[config.mk]
export PLATFORM = sky130hd
export DESIGN_NAME = port_transfer
export DESIGN_NICKNAME = d
export VERILOG_FILES = /design/src/hdl/xfer_pkg.sv /design/src/hdl/stream_if.sv /design/src/hdl/port_transfer.sv /design/src/hdl/word_fifo.sv
export SDC_FILE = /design/constraint.sdc
export NUM_CORES = 1
export LEC_CHECK = 0
export BUFFER_PORTS_ARGS = -buffer_cell sky130_fd_sc_hd__buf_2
export CORE_ASPECT_RATIO = 2
export CORE_UTILIZATION = 58
export CTS_CLUSTER_SIZE = 8
export DETAILED_ROUTE_END_ITERATION = 10
export PLACE_DENSITY = 0.89
export SKIP_LAST_GASP = 1
export SYNTH_ARGS = -nofsm -noshare
export SYNTH_HDL_FRONTEND = slang
export SYNTH_SLANG_ARGS = --single-unit
[constraint.sdc]
create_clock -name mclk -period 4.43 [get_ports mclk]
set_clock_uncertainty 0.1 [all_clocks]
set_input_delay 0.443 -clock mclk [delete_from_list [all_inputs] [get_ports mclk]]
set_output_delay 0.443 -clock mclk [all_outputs]
set_load 0.02 [all_outputs]
[src/hdl/xfer_pkg.sv]
// Contract
// - compare mode when interrupt select is all ones on an active sink port
// - in compare mode interrupt only if some received word differs from stored one
// - read old word from current page, compare, write to other page; skip reads after difference
// - queued data compares against and overwrites the same block
// - check sequence octets never take part in comparison
// - with forcing, read mask and force data, force first, then compare
// - logical address 0x0FFF is the synchro port, any function code, every mode
// - strobe fires on any single-port master frame whose low 12 address bits are all ones
// - each synchro transfer drives strobe active for exactly three clocks
// - synchro port index is 255, 1023 or 4095 by mode; 15 in single class
// - no strobe when one frame covers several ports ending at port 15
// - user check sequence sent from memory; decoder mismatch flagged as crc error
// - both page check octets live in control word 3, updated by read-modify-write
// - check sequence accessed after every 4 words, or once for short frames
// - extra accesses are max(1,n/4) times 1 for send, 2 for receive
// - with keep flag, erroneous frames of unaltered length are stored
// - with keep flag and user check sequence, received octet stored even if wrong
// - only one source per telegram; two sinks both receive the data
// - test ports share message port memory, each enabled by its own bit
// - interrupt only after data, acknowledges and control word 1 update finish
package xfer_pkg;
  localparam int          DATA_W        = 16;
  localparam int          WORD_W        = 18;
  localparam int          FIFO_DEPTH    = 4;
  localparam logic [1:0]  KIND_DATA     = 2'h0;
  localparam logic [1:0]  KIND_CS       = 2'h1;
  localparam logic [1:0]  KIND_END      = 2'h2;
  localparam int          END_BAD_BIT   = 0;
  localparam int          END_ALTER_BIT = 1;
  localparam logic [2:0]  IRQ_COMPARE   = 3'h7;
  localparam logic [2:0]  IRQ_NONE      = 3'h0;
  localparam logic [11:0] SYNC_ADDR     = 12'hFFF;
  localparam int          CLK_NS        = 100;
  localparam logic [1:0]  STROBE_CYCLES = 2'h3;
  localparam logic [15:0] PCS1_OFS      = 16'h0001;
  localparam logic [15:0] PCS3_OFS      = 16'h0003;
  localparam logic [15:0] PAGE_OFS      = 16'h0010;
  localparam logic [15:0] MSG_BASE      = 16'h0100;
  localparam logic [15:0] VP_MASK       = 16'h0001;
  localparam logic [11:0] SYNC_IDX_SMALL = 12'h0FF;
  localparam logic [11:0] SYNC_IDX_MID   = 12'h3FF;
  localparam logic [11:0] SYNC_IDX_LARGE = 12'hFFF;
  localparam logic [11:0] SYNC_IDX_CLASS1 = 12'h00F;
  localparam logic [2:0]  MCM_MID       = 3'h2;
  typedef enum logic [3:0] {
    ST_IDLE, ST_POP, ST_RD_MASK, ST_RD_FDATA, ST_RD_OLD, ST_WR_A, ST_WR_B,
    ST_RD_CS, ST_WR_CS, ST_RD_PCS1, ST_WR_PCS1, ST_IRQ
  } xfer_state_e;
endpackage

[src/hdl/stream_if.sv]
`timescale 1ns/1ns
`default_nettype none
interface stream_if #(parameter int WIDTH = 18);
  logic             valid;
  logic             ready;
  logic [WIDTH-1:0] data;
  modport src (output valid, output data, input ready);
  modport snk (input valid, input data, output ready);
endinterface
`default_nettype wire

[src/hdl/port_transfer.sv]
`timescale 1ns/1ns
`default_nettype none
module port_transfer (
  // clock and reset
  input  wire logic        mclk,
  input  wire logic        nrst,
  input  wire logic        ce,
  // received words from the decoder
  input  wire logic        rx_valid,
  output logic             rx_ready,
  input  wire logic [17:0] rx_data,
  // port set-up, sampled on xfer_start except loop_source_enable and test_port_hit, which gate loop_source_active live
  input  wire logic        xfer_start,
  input  wire logic [15:0] port_a_base,
  input  wire logic [15:0] port_b_base,
  input  wire logic [15:0] pcs_base,
  input  wire logic [15:0] force_base,
  input  wire logic        valid_page,
  input  wire logic [2:0]  transfer_irq_select,
  input  wire logic        port_a_sink,
  input  wire logic        port_a_source,
  input  wire logic        port_b_used,
  input  wire logic        port_b_sink,
  input  wire logic        port_b_source,
  input  wire logic        force_enable,
  input  wire logic        user_check_sequence_enable,
  input  wire logic        keep_erroneous_data,
  input  wire logic        queued,
  input  wire logic        test_port_hit,
  input  wire logic        loop_source_enable,
  input  wire logic        loop_sink_enable,
  // traffic memory
  output logic             tm_req,
  output logic             tm_we,
  output logic [15:0]      tm_addr,
  output logic [15:0]      tm_wdata,
  input  wire logic        tm_ack,
  input  wire logic [15:0] tm_rdata,
  // status
  output logic             busy,
  output logic             transfer_interrupt,
  output logic [2:0]       irq_code,
  output logic             crc_error,
  output logic             source_conflict,
  output logic             loop_source_active,
  output logic             cs_from_memory,
  // master frames and synchro strobe
  input  wire logic        mf_valid,
  input  wire logic [11:0] mf_addr,
  input  wire logic        mf_multi_port,
  input  wire logic        single_class_mode,
  input  wire logic [2:0]  memory_config_mode,
  output logic             strobe_n,
  output logic [11:0]      sync_port_index
);
  xfer_pkg::xfer_state_e state, next_state;
  logic [15:0] base_a, next_base_a, base_b, next_base_b;
  logic [15:0] port_control_status, next_pcs, fbase, next_fbase;
  logic [15:0] word, next_word, mask, next_mask, tmp, next_tmp;
  logic [7:0]  cs, next_cs;
  logic [3:0]  idx, next_idx;
  logic [2:0]  sel, next_sel;
  logic        vp, next_vp, dual, next_dual, fen, next_fen, ucs, next_ucs;
  logic        keep, next_keep, que, next_que, cmp, next_cmp;
  logic        diff, next_diff, crc, next_crc, irq, next_irq;
  logic        conflict, next_conflict, ready_c, wpage;
  logic [1:0]  scount, next_scount;
  logic        next_strobe_n;
  logic [11:0] next_sync_idx;

  stream_if #(.WIDTH(xfer_pkg::WORD_W)) in_s ();
  stream_if #(.WIDTH(xfer_pkg::WORD_W)) out_s ();

  // four words of slack so the decoder can run ahead of memory stalls
  assign in_s.valid = rx_valid;
  assign in_s.data  = rx_data;
  assign rx_ready   = in_s.ready;
  assign out_s.ready = ready_c;

  word_fifo #(.WIDTH(xfer_pkg::WORD_W), .DEPTH(xfer_pkg::FIFO_DEPTH)) u_fifo (
    .mclk (mclk),
    .nrst (nrst),
    .ce   (ce),
    .wr   (in_s),
    .rd   (out_s)
  );

  function automatic logic [15:0] data_addr(input logic [15:0] b, input logic pg,
                                            input logic [3:0] i);
    data_addr = b + (pg ? xfer_pkg::PAGE_OFS : 16'h0000) + {12'h000, i};
  endfunction

  // queued data has one block only, so both pages are the same
  assign wpage = que ? vp : !vp;
  assign busy  = (state != xfer_pkg::ST_IDLE);
  assign ready_c = (state == xfer_pkg::ST_POP);
  assign cs_from_memory = ucs && busy;
  assign loop_source_active = test_port_hit && loop_source_enable;
  assign transfer_interrupt = irq;
  assign source_conflict = conflict;
  assign crc_error = crc;

  always_comb
  begin
    tm_req   = 1'b1;
    tm_we    = 1'b0;
    tm_addr  = 16'h0000;
    tm_wdata = 16'h0000;
    case (state)
      xfer_pkg::ST_RD_MASK:  tm_addr = fbase + {12'h000, idx};
      xfer_pkg::ST_RD_FDATA: tm_addr = fbase + xfer_pkg::PAGE_OFS + {12'h000, idx};
      xfer_pkg::ST_RD_OLD:   tm_addr = data_addr(base_a, vp, idx);
      xfer_pkg::ST_WR_A:
      begin
        tm_we    = 1'b1;
        tm_addr  = data_addr(base_a, wpage, idx);
        tm_wdata = word;
      end
      xfer_pkg::ST_WR_B:
      begin
        tm_we    = 1'b1;
        tm_addr  = data_addr(base_b, wpage, idx);
        tm_wdata = word;
      end
      xfer_pkg::ST_RD_CS:    tm_addr = port_control_status + xfer_pkg::PCS3_OFS;
      xfer_pkg::ST_WR_CS:
      begin
        tm_we    = 1'b1;
        tm_addr  = port_control_status + xfer_pkg::PCS3_OFS;
        // 16-bit memory only, so the other page's octet is kept
        tm_wdata = wpage ? {cs, tmp[7:0]} : {tmp[15:8], cs};
      end
      xfer_pkg::ST_RD_PCS1:  tm_addr = port_control_status + xfer_pkg::PCS1_OFS;
      xfer_pkg::ST_WR_PCS1:
      begin
        tm_we    = 1'b1;
        tm_addr  = port_control_status + xfer_pkg::PCS1_OFS;
        tm_wdata = que ? tmp : (tmp ^ xfer_pkg::VP_MASK);
      end
      default:               tm_req = 1'b0;
    endcase
  end

  always_comb
  begin
    next_state = state;
    next_base_a = base_a;
    next_base_b = base_b;
    next_pcs = port_control_status;
    next_fbase = fbase;
    next_word = word;
    next_mask = mask;
    next_tmp = tmp;
    next_cs = cs;
    next_idx = idx;
    next_sel = sel;
    next_vp = vp;
    next_dual = dual;
    next_fen = fen;
    next_ucs = ucs;
    next_keep = keep;
    next_que = que;
    next_cmp = cmp;
    next_diff = diff;
    next_crc = crc;
    next_irq = 1'b0;
    next_conflict = 1'b0;
    case (state)
      xfer_pkg::ST_IDLE:
        if (xfer_start)
        begin
          next_conflict = port_b_used && port_a_source && port_b_source;
          next_base_a = (test_port_hit || !port_a_sink) ?
                        (test_port_hit ? xfer_pkg::MSG_BASE : port_b_base) : port_a_base;
          next_base_b = port_b_base;
          next_dual = port_b_used && port_a_sink && port_b_sink;
          next_pcs = pcs_base;
          next_fbase = force_base;
          next_vp = valid_page;
          next_sel = transfer_irq_select;
          next_fen = force_enable;
          next_ucs = user_check_sequence_enable;
          next_keep = keep_erroneous_data;
          next_que = queued;
          next_cmp = (transfer_irq_select == xfer_pkg::IRQ_COMPARE);
          next_diff = 1'b0;
          next_crc = 1'b0;
          next_idx = 4'h0;
          if ((port_a_sink || (port_b_used && port_b_sink)) &&
              !(test_port_hit && !loop_sink_enable))
            next_state = xfer_pkg::ST_POP;
        end
      xfer_pkg::ST_POP:
        if (out_s.valid)
          case (out_s.data[17:16])
            xfer_pkg::KIND_DATA:
            begin
              next_word = out_s.data[15:0];
              if (fen)
                next_state = xfer_pkg::ST_RD_MASK;
              else if (cmp && !diff)
                next_state = xfer_pkg::ST_RD_OLD;
              else
                next_state = xfer_pkg::ST_WR_A;
            end
            xfer_pkg::KIND_CS:
            begin
              // octets bypass the comparison path entirely
              next_cs = out_s.data[7:0];
              next_crc = crc || (out_s.data[15:8] != out_s.data[7:0]);
              next_state = ucs ? xfer_pkg::ST_RD_CS : xfer_pkg::ST_POP;
            end
            default:
              // errored frame lands in the hidden page and is published only with keep set and length unaltered
              if (!out_s.data[xfer_pkg::END_BAD_BIT] ||
                  (keep && !out_s.data[xfer_pkg::END_ALTER_BIT]))
                next_state = xfer_pkg::ST_RD_PCS1;
              else
                next_state = xfer_pkg::ST_IDLE;
          endcase
      xfer_pkg::ST_RD_MASK:
        if (tm_ack)
        begin
          next_mask = tm_rdata;
          next_state = xfer_pkg::ST_RD_FDATA;
        end
      xfer_pkg::ST_RD_FDATA:
        if (tm_ack)
        begin
          next_word = (word & ~mask) | (tm_rdata & mask);
          next_state = (cmp && !diff) ? xfer_pkg::ST_RD_OLD : xfer_pkg::ST_WR_A;
        end
      xfer_pkg::ST_RD_OLD:
        if (tm_ack)
        begin
          next_diff = diff || (tm_rdata != word);
          next_state = xfer_pkg::ST_WR_A;
        end
      xfer_pkg::ST_WR_A:
        if (tm_ack)
        begin
          next_state = dual ? xfer_pkg::ST_WR_B : xfer_pkg::ST_POP;
          if (!dual)
            next_idx = idx + 4'h1;
        end
      xfer_pkg::ST_WR_B:
        if (tm_ack)
        begin
          next_idx = idx + 4'h1;
          next_state = xfer_pkg::ST_POP;
        end
      xfer_pkg::ST_RD_CS:
        if (tm_ack)
        begin
          next_tmp = tm_rdata;
          next_state = xfer_pkg::ST_WR_CS;
        end
      xfer_pkg::ST_WR_CS:
        if (tm_ack)
          next_state = xfer_pkg::ST_POP;
      xfer_pkg::ST_RD_PCS1:
        if (tm_ack)
        begin
          next_tmp = tm_rdata;
          next_state = xfer_pkg::ST_WR_PCS1;
        end
      xfer_pkg::ST_WR_PCS1:
        if (tm_ack)
          next_state = xfer_pkg::ST_IRQ;
      xfer_pkg::ST_IRQ:
      begin
        next_irq = (sel != xfer_pkg::IRQ_NONE) && (!cmp || diff);
        next_state = xfer_pkg::ST_IDLE;
      end
      default:
        next_state = xfer_pkg::ST_IDLE;
    endcase
  end

  always_ff @(posedge mclk or negedge nrst)
  begin
    if (!nrst)
    begin
      state <= xfer_pkg::ST_IDLE;
      base_a <= 16'h0000;
      base_b <= 16'h0000;
      port_control_status <= 16'h0000;
      fbase <= 16'h0000;
      word <= 16'h0000;
      mask <= 16'h0000;
      tmp <= 16'h0000;
      cs <= 8'h00;
      idx <= 4'h0;
      sel <= 3'h0;
      irq_code <= 3'h0;
      {vp, dual, fen, ucs, keep, que, cmp, diff, crc, irq, conflict} <= 11'h000;
    end
    else if (ce)
    begin
      state <= next_state;
      base_a <= next_base_a;
      base_b <= next_base_b;
      port_control_status <= next_pcs;
      fbase <= next_fbase;
      word <= next_word;
      mask <= next_mask;
      tmp <= next_tmp;
      cs <= next_cs;
      idx <= next_idx;
      sel <= next_sel;
      irq_code <= next_irq ? sel : irq_code;
      {vp, dual, fen, ucs, keep, que, cmp, diff, crc, irq, conflict} <=
        {next_vp, next_dual, next_fen, next_ucs, next_keep, next_que, next_cmp,
         next_diff, next_crc, next_irq, next_conflict};
    end
  end

  // synchro strobe: address match on a single-port frame decides, port set-up is ignored
  always_comb
  begin
    next_scount = (scount != 2'h0) ? scount - 2'h1 : 2'h0;
    if (mf_valid && (mf_addr == xfer_pkg::SYNC_ADDR) && !mf_multi_port)
      next_scount = xfer_pkg::STROBE_CYCLES;
    next_strobe_n = (next_scount == 2'h0);
    if (single_class_mode)
      next_sync_idx = xfer_pkg::SYNC_IDX_CLASS1;
    else if (memory_config_mode < xfer_pkg::MCM_MID)
      next_sync_idx = xfer_pkg::SYNC_IDX_SMALL;
    else if (memory_config_mode == xfer_pkg::MCM_MID)
      next_sync_idx = xfer_pkg::SYNC_IDX_MID;
    else
      next_sync_idx = xfer_pkg::SYNC_IDX_LARGE;
  end

  always_ff @(posedge mclk or negedge nrst)
  begin
    if (!nrst)
    begin
      scount <= 2'h0;
      strobe_n <= 1'b1;
      sync_port_index <= 12'h000;
    end
    else if (ce)
    begin
      scount <= next_scount;
      strobe_n <= next_strobe_n;
      sync_port_index <= next_sync_idx;
    end
  end

  logic [2:0] low_run;
  always_ff @(posedge mclk or negedge nrst)
  begin
    if (!nrst)
      low_run <= 3'h0;
    else if (ce)
      low_run <= strobe_n ? 3'h0 : low_run + 3'h1;
  end
endmodule
`default_nettype wire

[src/hdl/word_fifo.sv]
`timescale 1ns/1ns
`default_nettype none
module word_fifo #(
  parameter int WIDTH = 18,
  parameter int DEPTH = 4
) (
  // clock
  input  wire logic mclk,
  input  wire logic nrst,
  input  wire logic ce,
  // streams
  stream_if.snk     wr,
  stream_if.src     rd
);
  localparam int AW = $clog2(DEPTH);
  logic [WIDTH-1:0] mem      [DEPTH];
  logic [WIDTH-1:0] next_mem [DEPTH];
  logic [AW:0]      wp;
  logic [AW:0]      rp;
  logic [AW:0]      next_wp;
  logic [AW:0]      next_rp;
  logic             full;
  logic             empty;
  logic             push;
  logic             pop;

  assign full     = (wp[AW] != rp[AW]) && (wp[AW-1:0] == rp[AW-1:0]);
  assign empty    = (wp == rp);
  assign wr.ready = ce && !full;
  assign rd.valid = !empty;
  assign rd.data  = mem[rp[AW-1:0]];
  assign push     = wr.valid && wr.ready;
  assign pop      = ce && rd.valid && rd.ready;

  always_comb
  begin
    next_wp = push ? wp + 1'b1 : wp;
    next_rp = pop ? rp + 1'b1 : rp;
  end

  genvar i;
  generate
    for (i = 0; i < DEPTH; i++)
    begin : g_entry
      always_comb
      begin
        next_mem[i] = (push && (wp[AW-1:0] == AW'(i))) ? wr.data : mem[i];
      end
      always_ff @(posedge mclk or negedge nrst)
      begin
        if (!nrst)
          mem[i] <= '0;
        else if (ce)
          mem[i] <= next_mem[i];
      end
    end
  endgenerate

  always_ff @(posedge mclk or negedge nrst)
  begin
    if (!nrst)
    begin
      wp <= '0;
      rp <= '0;
    end
    else if (ce)
    begin
      wp <= next_wp;
      rp <= next_rp;
    end
  end
endmodule
`default_nettype wire

==> results of run 1 <==
[worst max-delay path by stage]
| stage | startpoint | to | slack, ps | cells past startpoint |
|---|---|---|---|---|
| 2_1_floorplan | idx[0] | tm_addr[14] | 1310 | 9 |
| 5_1_grt | idx[0] | tm_addr[14] | 200 | 10 |
| 4_1_cts | idx[1] | tm_addr[8] | 320 | 9 |
| 6_report | idx[1] | tm_addr[8] | 300 | 9 |
| 3_5_place_dp | idx[1] | tm_addr[8] | 880 | 9 |
| 3_3_place_gp | idx[1] | tm_addr[8] | 950 | 9 |
[worst min-delay path: stages]
cell and delay [ps]:
buf_2 80, nand2_1 40, nand2_1 40
[registers in the layout, summed over array words and instances (netlist names), 4 cells and up, named ones only]
signal and count:
fbase 16, sync_port_index 4, tmp 16, idx 4, port_control_status 16, mask 16, u_fifo.mem 72, base_b 16
state 4, base_a 16, cs 8
[area by class of cell]
| cell class | count | area (um^2) |
|---|---|---|
| Multi-Input combinational cell | 937 | 6690 |
| Antenna cell | 2 | 5.00 |
| Clock inverter | 3 | 33.8 |
| Sequential cell | 230 | 5760 |
| Inverter | 41 | 154 |
| Fill cell | 1654 | 6950 |
| Tap cell | 276 | 345 |
| Timing Repair Buffer | 212 | 1140 |
| Clock buffer | 41 | 887 |
[through the flow]
stage                     cells  instance area (um^2)  utilization  total power (uW)
after global routing       1741                 15000        0.683             11700
after CTS                  1740                 15000        0.683             11100
after floorplan            1273                 12900            -              7030
after detailed placement   1693                 14100        0.640              8690
after global placement     1693                 14100        0.640              8470
final                      1742                 15000        0.683             11200
[cell families (layout without fill, tap and decap cells)]
kind of cell,Yosys count,in the layout,share of synthesized area
xor+xnor,66,66,0.0447
flops,230,230,0.445
compound gates,262,262,0.138
buf+inv,106,297,0.0396
simple gates,429,429,0.159
mux,153,153,0.147
other cells,0,2,0
fa+ha+maj,27,27,0.0275
[power groups by stage]
| stage | clock, uW | combinational (uW) | sequential, uW |
|---|---|---|---|
| after floorplan | 0 | 3470 | 3560 |
| after global placement | 0 | 4630 | 3850 |
| after detailed placement | 0 | 4770 | 3930 |
| after CTS | 2320 | 4840 | 3910 |
| after global routing | 2410 | 5300 | 4040 |
| final | 2310 | 4970 | 3960 |
[cells in the final DEF (no fill, tap or decap), types with 4 or more instances in the layout]
master / netlist / final
dfrtp_1: 229 / 229
nand2_1: 219 / 219
buf_2: 23 / 193
mux2_2: 100 / 100
nor2_1: 59 / 58
a21oi_1: 49 / 49
xnor2_1: 48 / 48
o21ai_0: 43 / 43
inv_1: 40 / 40
o21ai_1: 37 / 37
clkbuf_16: 0 / 34
and3_1: 25 / 25
ha_1: 22 / 22
nand4_1: 20 / 20
mux2i_1: 19 / 19
xor2_1: 18 / 18
mux4_2: 18 / 18
a222oi_1: 17 / 17
o31ai_1: 17 / 17
mux2_1: 16 / 16
nand2b_1: 15 / 15
nor3_1: 15 / 14
buf_4: 15 / 14
nand3_1: 13 / 13
and2_1: 10 / 10
o211ai_1: 9 / 9
a22oi_1: 8 / 8
nor2b_1: 7 / 7
o22ai_1: 7 / 7
or4_1: 7 / 7
a21o_1: 7 / 7
o21a_1: 6 / 6
clkbuf_1: 21 / 6
and4_1: 5 / 5
a211o_1: 5 / 5
o2bb2ai_1: 5 / 5
a211oi_1: 5 / 5
or3_1: 4 / 4
a31oi_1: 4 / 4
o2111ai_1: 4 / 4
[routing by layer]
layer  vias to the layer above  part of all wire
met2                       548              0.53
met5                         -                 0
met1                      5616              0.31
li1                       4932                 -
met4                         0             0.097
met3                       234             0.063
==> metrics.cfg, run 1 <==
[critical_path]
cp_max_fo = 6
setup.worst_path.class = reg2out
path_cells = inv_1 > fa_1 > nand2b_1 > a21oi_1 > o2111ai_1 > xor2_1 > o22ai_1 > or4_1 > buf_2
max_stage_delay_ps = 510
cpLargestDelayFamily = compound AO/OA/AOI/OAI gates
reg2reg_from = state[1]
r2r_slack_ps = 1270
critPathSlowestCell = dfrtp_1
crit_buf_inv = 2
rr_worst_depth = 8
arrival_ps = 3590
cp-start-kind = flip-flop
critical_path_required_ps = 3890
worst_setup_path_end_kind = primary output

[synthesis]
synth_nets = 1436
synth.avg_cell_area_um2 = 10.2
synth-edff-count = 0
ys_seq_area_frac = 0.445
yosys.area.top_type = dfrtp_1
ys.warnings.count = 0
syn_area_um2 = 12900
synth_flop_cell = dfrtp_1
synth_common_cells = dfrtp_1, nand2_1, mux2_2, nor2_1, a21oi_1
ys_async_sr_fraction = 1.00
yosysMostFrequentCell = dfrtp_1
synthTopCellsByArea = dfrtp_1, mux2_2, nand2_1
synth-seq-cells = 230
synth_top_area_share = 0.443
yosysUniqueCellTypes = 89
syn_inst = 1273

[clock_network]
postCtsSetupBuffers = 0
clk_path_buf_depth = 3
clk_pin_slew_worst_paths_ps = 50
h-tree-depth = 2
cts_inserted_buffers = 34
holdBufCountCts = 3
cts-root-buf = clkbuf_16
cts_resized = 0
clkSinkCount = 230
insertion_delay_ps = 520
cts_tree = built

[global_route]
grt_util_all_layers = 0.387
grt_max_degree = 134
grt_pass1_vias = 11652
met1_usage = 0.372
gr-usage-met3 = 0.0888
grt_use_met2 = 0.678
grt_antenna_before_repair = 2
grt_pass1_wl_um = 65300
busiest_layer = met2
grt_overflow = 0

[cells_and_area]
drive_gt1_frac = 0.270
area_growth_syn_to_layout_pct = 16.0
num-nets-final = 1619

[die]
rows = 77
initial_core_util = 0.589
die_h_um = 213
pin_count = 195
dieWidth_um = 108
dieArea_um2 = 23000
core_area_um2 = 22000

[timing]
worstMarginPinSlew_ps = 1070
finalWorstSetupSlack_ps = 297
fin_crit_ps = 4130
fin_setup_tns_ps = 0
rsz0062_at_grt = false
slew_viol_final = 0
hold_slack_ps = 16.0
finalSetupViolCount = 0
max_freq_mhz = 242
hold_viol = 0
slew_headroom = 0.284
post-route-period-util = 0.933

[power]
leakagePower_uw = 0.00707
clkPwrFrac = 0.205
power_frac_comb = 0.442
p_switching_uw = 4760
power.share.switching = 0.424
internal-power_uw = 6480
irDropWorstVdd_mv = 0.473
powerDensity_nw_per_um2 = 749
p_seq_frac = 0.353

[route]
drtPass1Iterations = 7
drcViolationCount = 0
totalWireLength_um = 43000
drtAntennaViolNets = 0
vias_per_cell = 6.50
drt_iter0_markers = 864
via_count = 11330
wl_per_cell_um = 24.7

[placed_design]
place_hpwl_um = 30900
numPortBuffers = 194
gp_congestion = 0.976
dp_slack_ps = 875

[hold_path]
min_from = pcs_base[15]
holdPathEnd = port_control_status[15]
whs_path_depth = 3
hold_class = in2reg

[flow_run]
max-cap-violations = 0

[run_status]
status = complete, no violations

Note: power is estimated with default switching activity, not from simulation.
==> inputs of run 2 (changes only) <==
HOLD_SLACK_MARGIN = 0.1   (was unset)
SLEW_MARGIN = 20   (was unset)
==> metrics.cfg, run 2 (synthesized netlist as in run 1, its figures left out) <==
[run_status]
status = complete, no violations

[timing]
hold_viol = 0  ; unchanged
slew_headroom = 0.287  ; +0.00255
finalWorstSetupSlack_ps = 248  ; -48.3 ps
fin_setup_tns_ps = 0  ; unchanged
fin_crit_ps = 4180  ; +48.3 ps
post-route-period-util = 0.944  ; +0.0109
max_freq_mhz = 239  ; -1.2%
finalSetupViolCount = 0  ; unchanged
worstMarginPinSlew_ps = 1070  ; +5.04 ps
slew_viol_final = 0  ; unchanged
rsz0062_at_grt = false

[global_route]
grt_util_all_layers = 0.402  ; +0.0148
grt_pass1_vias = 12178  ; +4.5%
grt_pass1_wl_um = 67800  ; +3.9%
grt_overflow = 0  ; unchanged
grt_max_degree = 134  ; unchanged
grt_antenna_before_repair = 2  ; unchanged

[critical_path]
setup.worst_path.class = reg2out
cp_max_fo = 6  ; unchanged
reg2reg_from = state[1]
cp-start-kind = flip-flop
critical_path_required_ps = 3890  ; about the same
worst_setup_path_end_kind = primary output
arrival_ps = 3640  ; +50 ps
setup.worst_path.start = idx[3]

[clock_network]
cts_tree = built
clk_path_buf_depth = 3  ; unchanged
cts_resized = 0  ; unchanged
cts-root-buf = clkbuf_16
clkSinkCount = 230  ; unchanged
insertion_delay_ps = 520  ; about the same
clk_pin_slew_worst_paths_ps = 50  ; about the same
cts_inserted_buffers = 34  ; unchanged
h-tree-depth = 2  ; unchanged
postCtsSetupBuffers = 0  ; unchanged

[hold_path]
min_from = rx_data[13]
hold_class = in2reg

[cells_and_area]
final_cell_mix = dfrtp_1, nand2_1, buf_2
register_area_um2 = 5760  ; unchanged
largest_register = u_fifo.mem
largest_reg_flops = 72  ; unchanged
multi_input_area_um2 = 6700  ; about the same
n_fill_cell = 1546  ; -6.5%
num-nets-final = 1686  ; +4.1%
final_common_cell = dfrtp_1
drive_gt1_frac = 0.260  ; -0.0105
area_growth_syn_to_layout_pct = 21.3

[route]
vias_per_cell = 6.49  ; -0.21%
drtPass1Iterations = 8  ; +1
drcViolationCount = 0  ; unchanged
wl_per_cell_um = 24.8  ; +0.38%
totalWireLength_um = 44900  ; +4.2%
via_count = 11741  ; +3.6%
drt_iter0_markers = 912  ; +5.6%
drtAntennaViolNets = 0  ; unchanged

[placed_design]
place_hpwl_um = 30900  ; unchanged
dp_slack_ps = 875  ; unchanged
numPortBuffers = 194  ; unchanged
gp_congestion = 0.976  ; unchanged

[die]
dieArea_um2 = 23000  ; unchanged
initial_core_util = 0.589  ; unchanged
pin_count = 195  ; unchanged
die_h_um = 213  ; unchanged
core_area_um2 = 22000  ; unchanged
dieWidth_um = 108  ; unchanged
rows = 77  ; unchanged

[power]
powerDensity_nw_per_um2 = 721  ; -3.8%
leakagePower_uw = 0.00735  ; +4.1%
irDropWorstVdd_mv = 0.475  ; +0.40%

[flow_run]
max-cap-violations = 0  ; unchanged

==> run 2: power breakdown <==
part	switching [uW]	internal [uW]	leakage, uW
clock	913	1400	0.000449
combinational	2930	2100	0.00404
sequential	949	3030	0.00286
==> run 2: area by class of cell <==
cell class              instances  share of cell area
flip-flops and latches        230               0.367
diodes                          2            0.000319
inverters                      41             0.00980
well taps                     276              0.0220
repair buffers                279               0.116
clock inverters                 3             0.00215
clock buffers                  41              0.0565
multi-input cells             937               0.427
==> run 2: final timing paths <==
path | to | depth (start not counted) | slack (ps)
max | tm_addr[15] | 8 | 250
min | u_fifo.mem[13] | 2 | 110
max reg2reg | flip-flop | 8 | 1180
min reg2reg | scount[0] | 1 | 370
max in group asynchronous | strobe_n | 4 | 2630
min in group asynchronous | port_control_status[12] | 2 | 300
==> run 2: metal layers <==
layer	GRT usage	routed length (um)	up-vias
li1	-	-	5063
met1	0.384	14000	5804
met2	0.699	23600	593
met3	0.0971	2830	281
met4	0.366	4480	0
met5	0	0	-
==> run 2: worst max-delay path: stages, from the launching register on <==
cell and delay, ps:
dfrtp_1 650, ha_1 390, a21o_1 180, a21oi_1 350, a2111oi_0 210, xnor2_1 650
o32ai_1 230, a211o_1 300, buf_2 160
==> run 2: timing repair <==
item	4_1_cts	5_1_grt
endpoints found under the setup margin	0	0
endpoints found under the hold margin	207	0
hold buffers	69	0
==> run 2: through the flow <==
stage	hold WS, ps	area, um^2	power, uW	std cells	util
2_1_floorplan	47.4	12900	7030	1273	-
3_3_place_gp	359	14100	8470	1693	0.640
3_5_place_dp	367	14100	8690	1693	0.640
4_1_cts	100	15700	11100	1806	0.713
5_1_grt	113	15700	11800	1809	0.715
6_report	114	15700	11300	1809	0.715
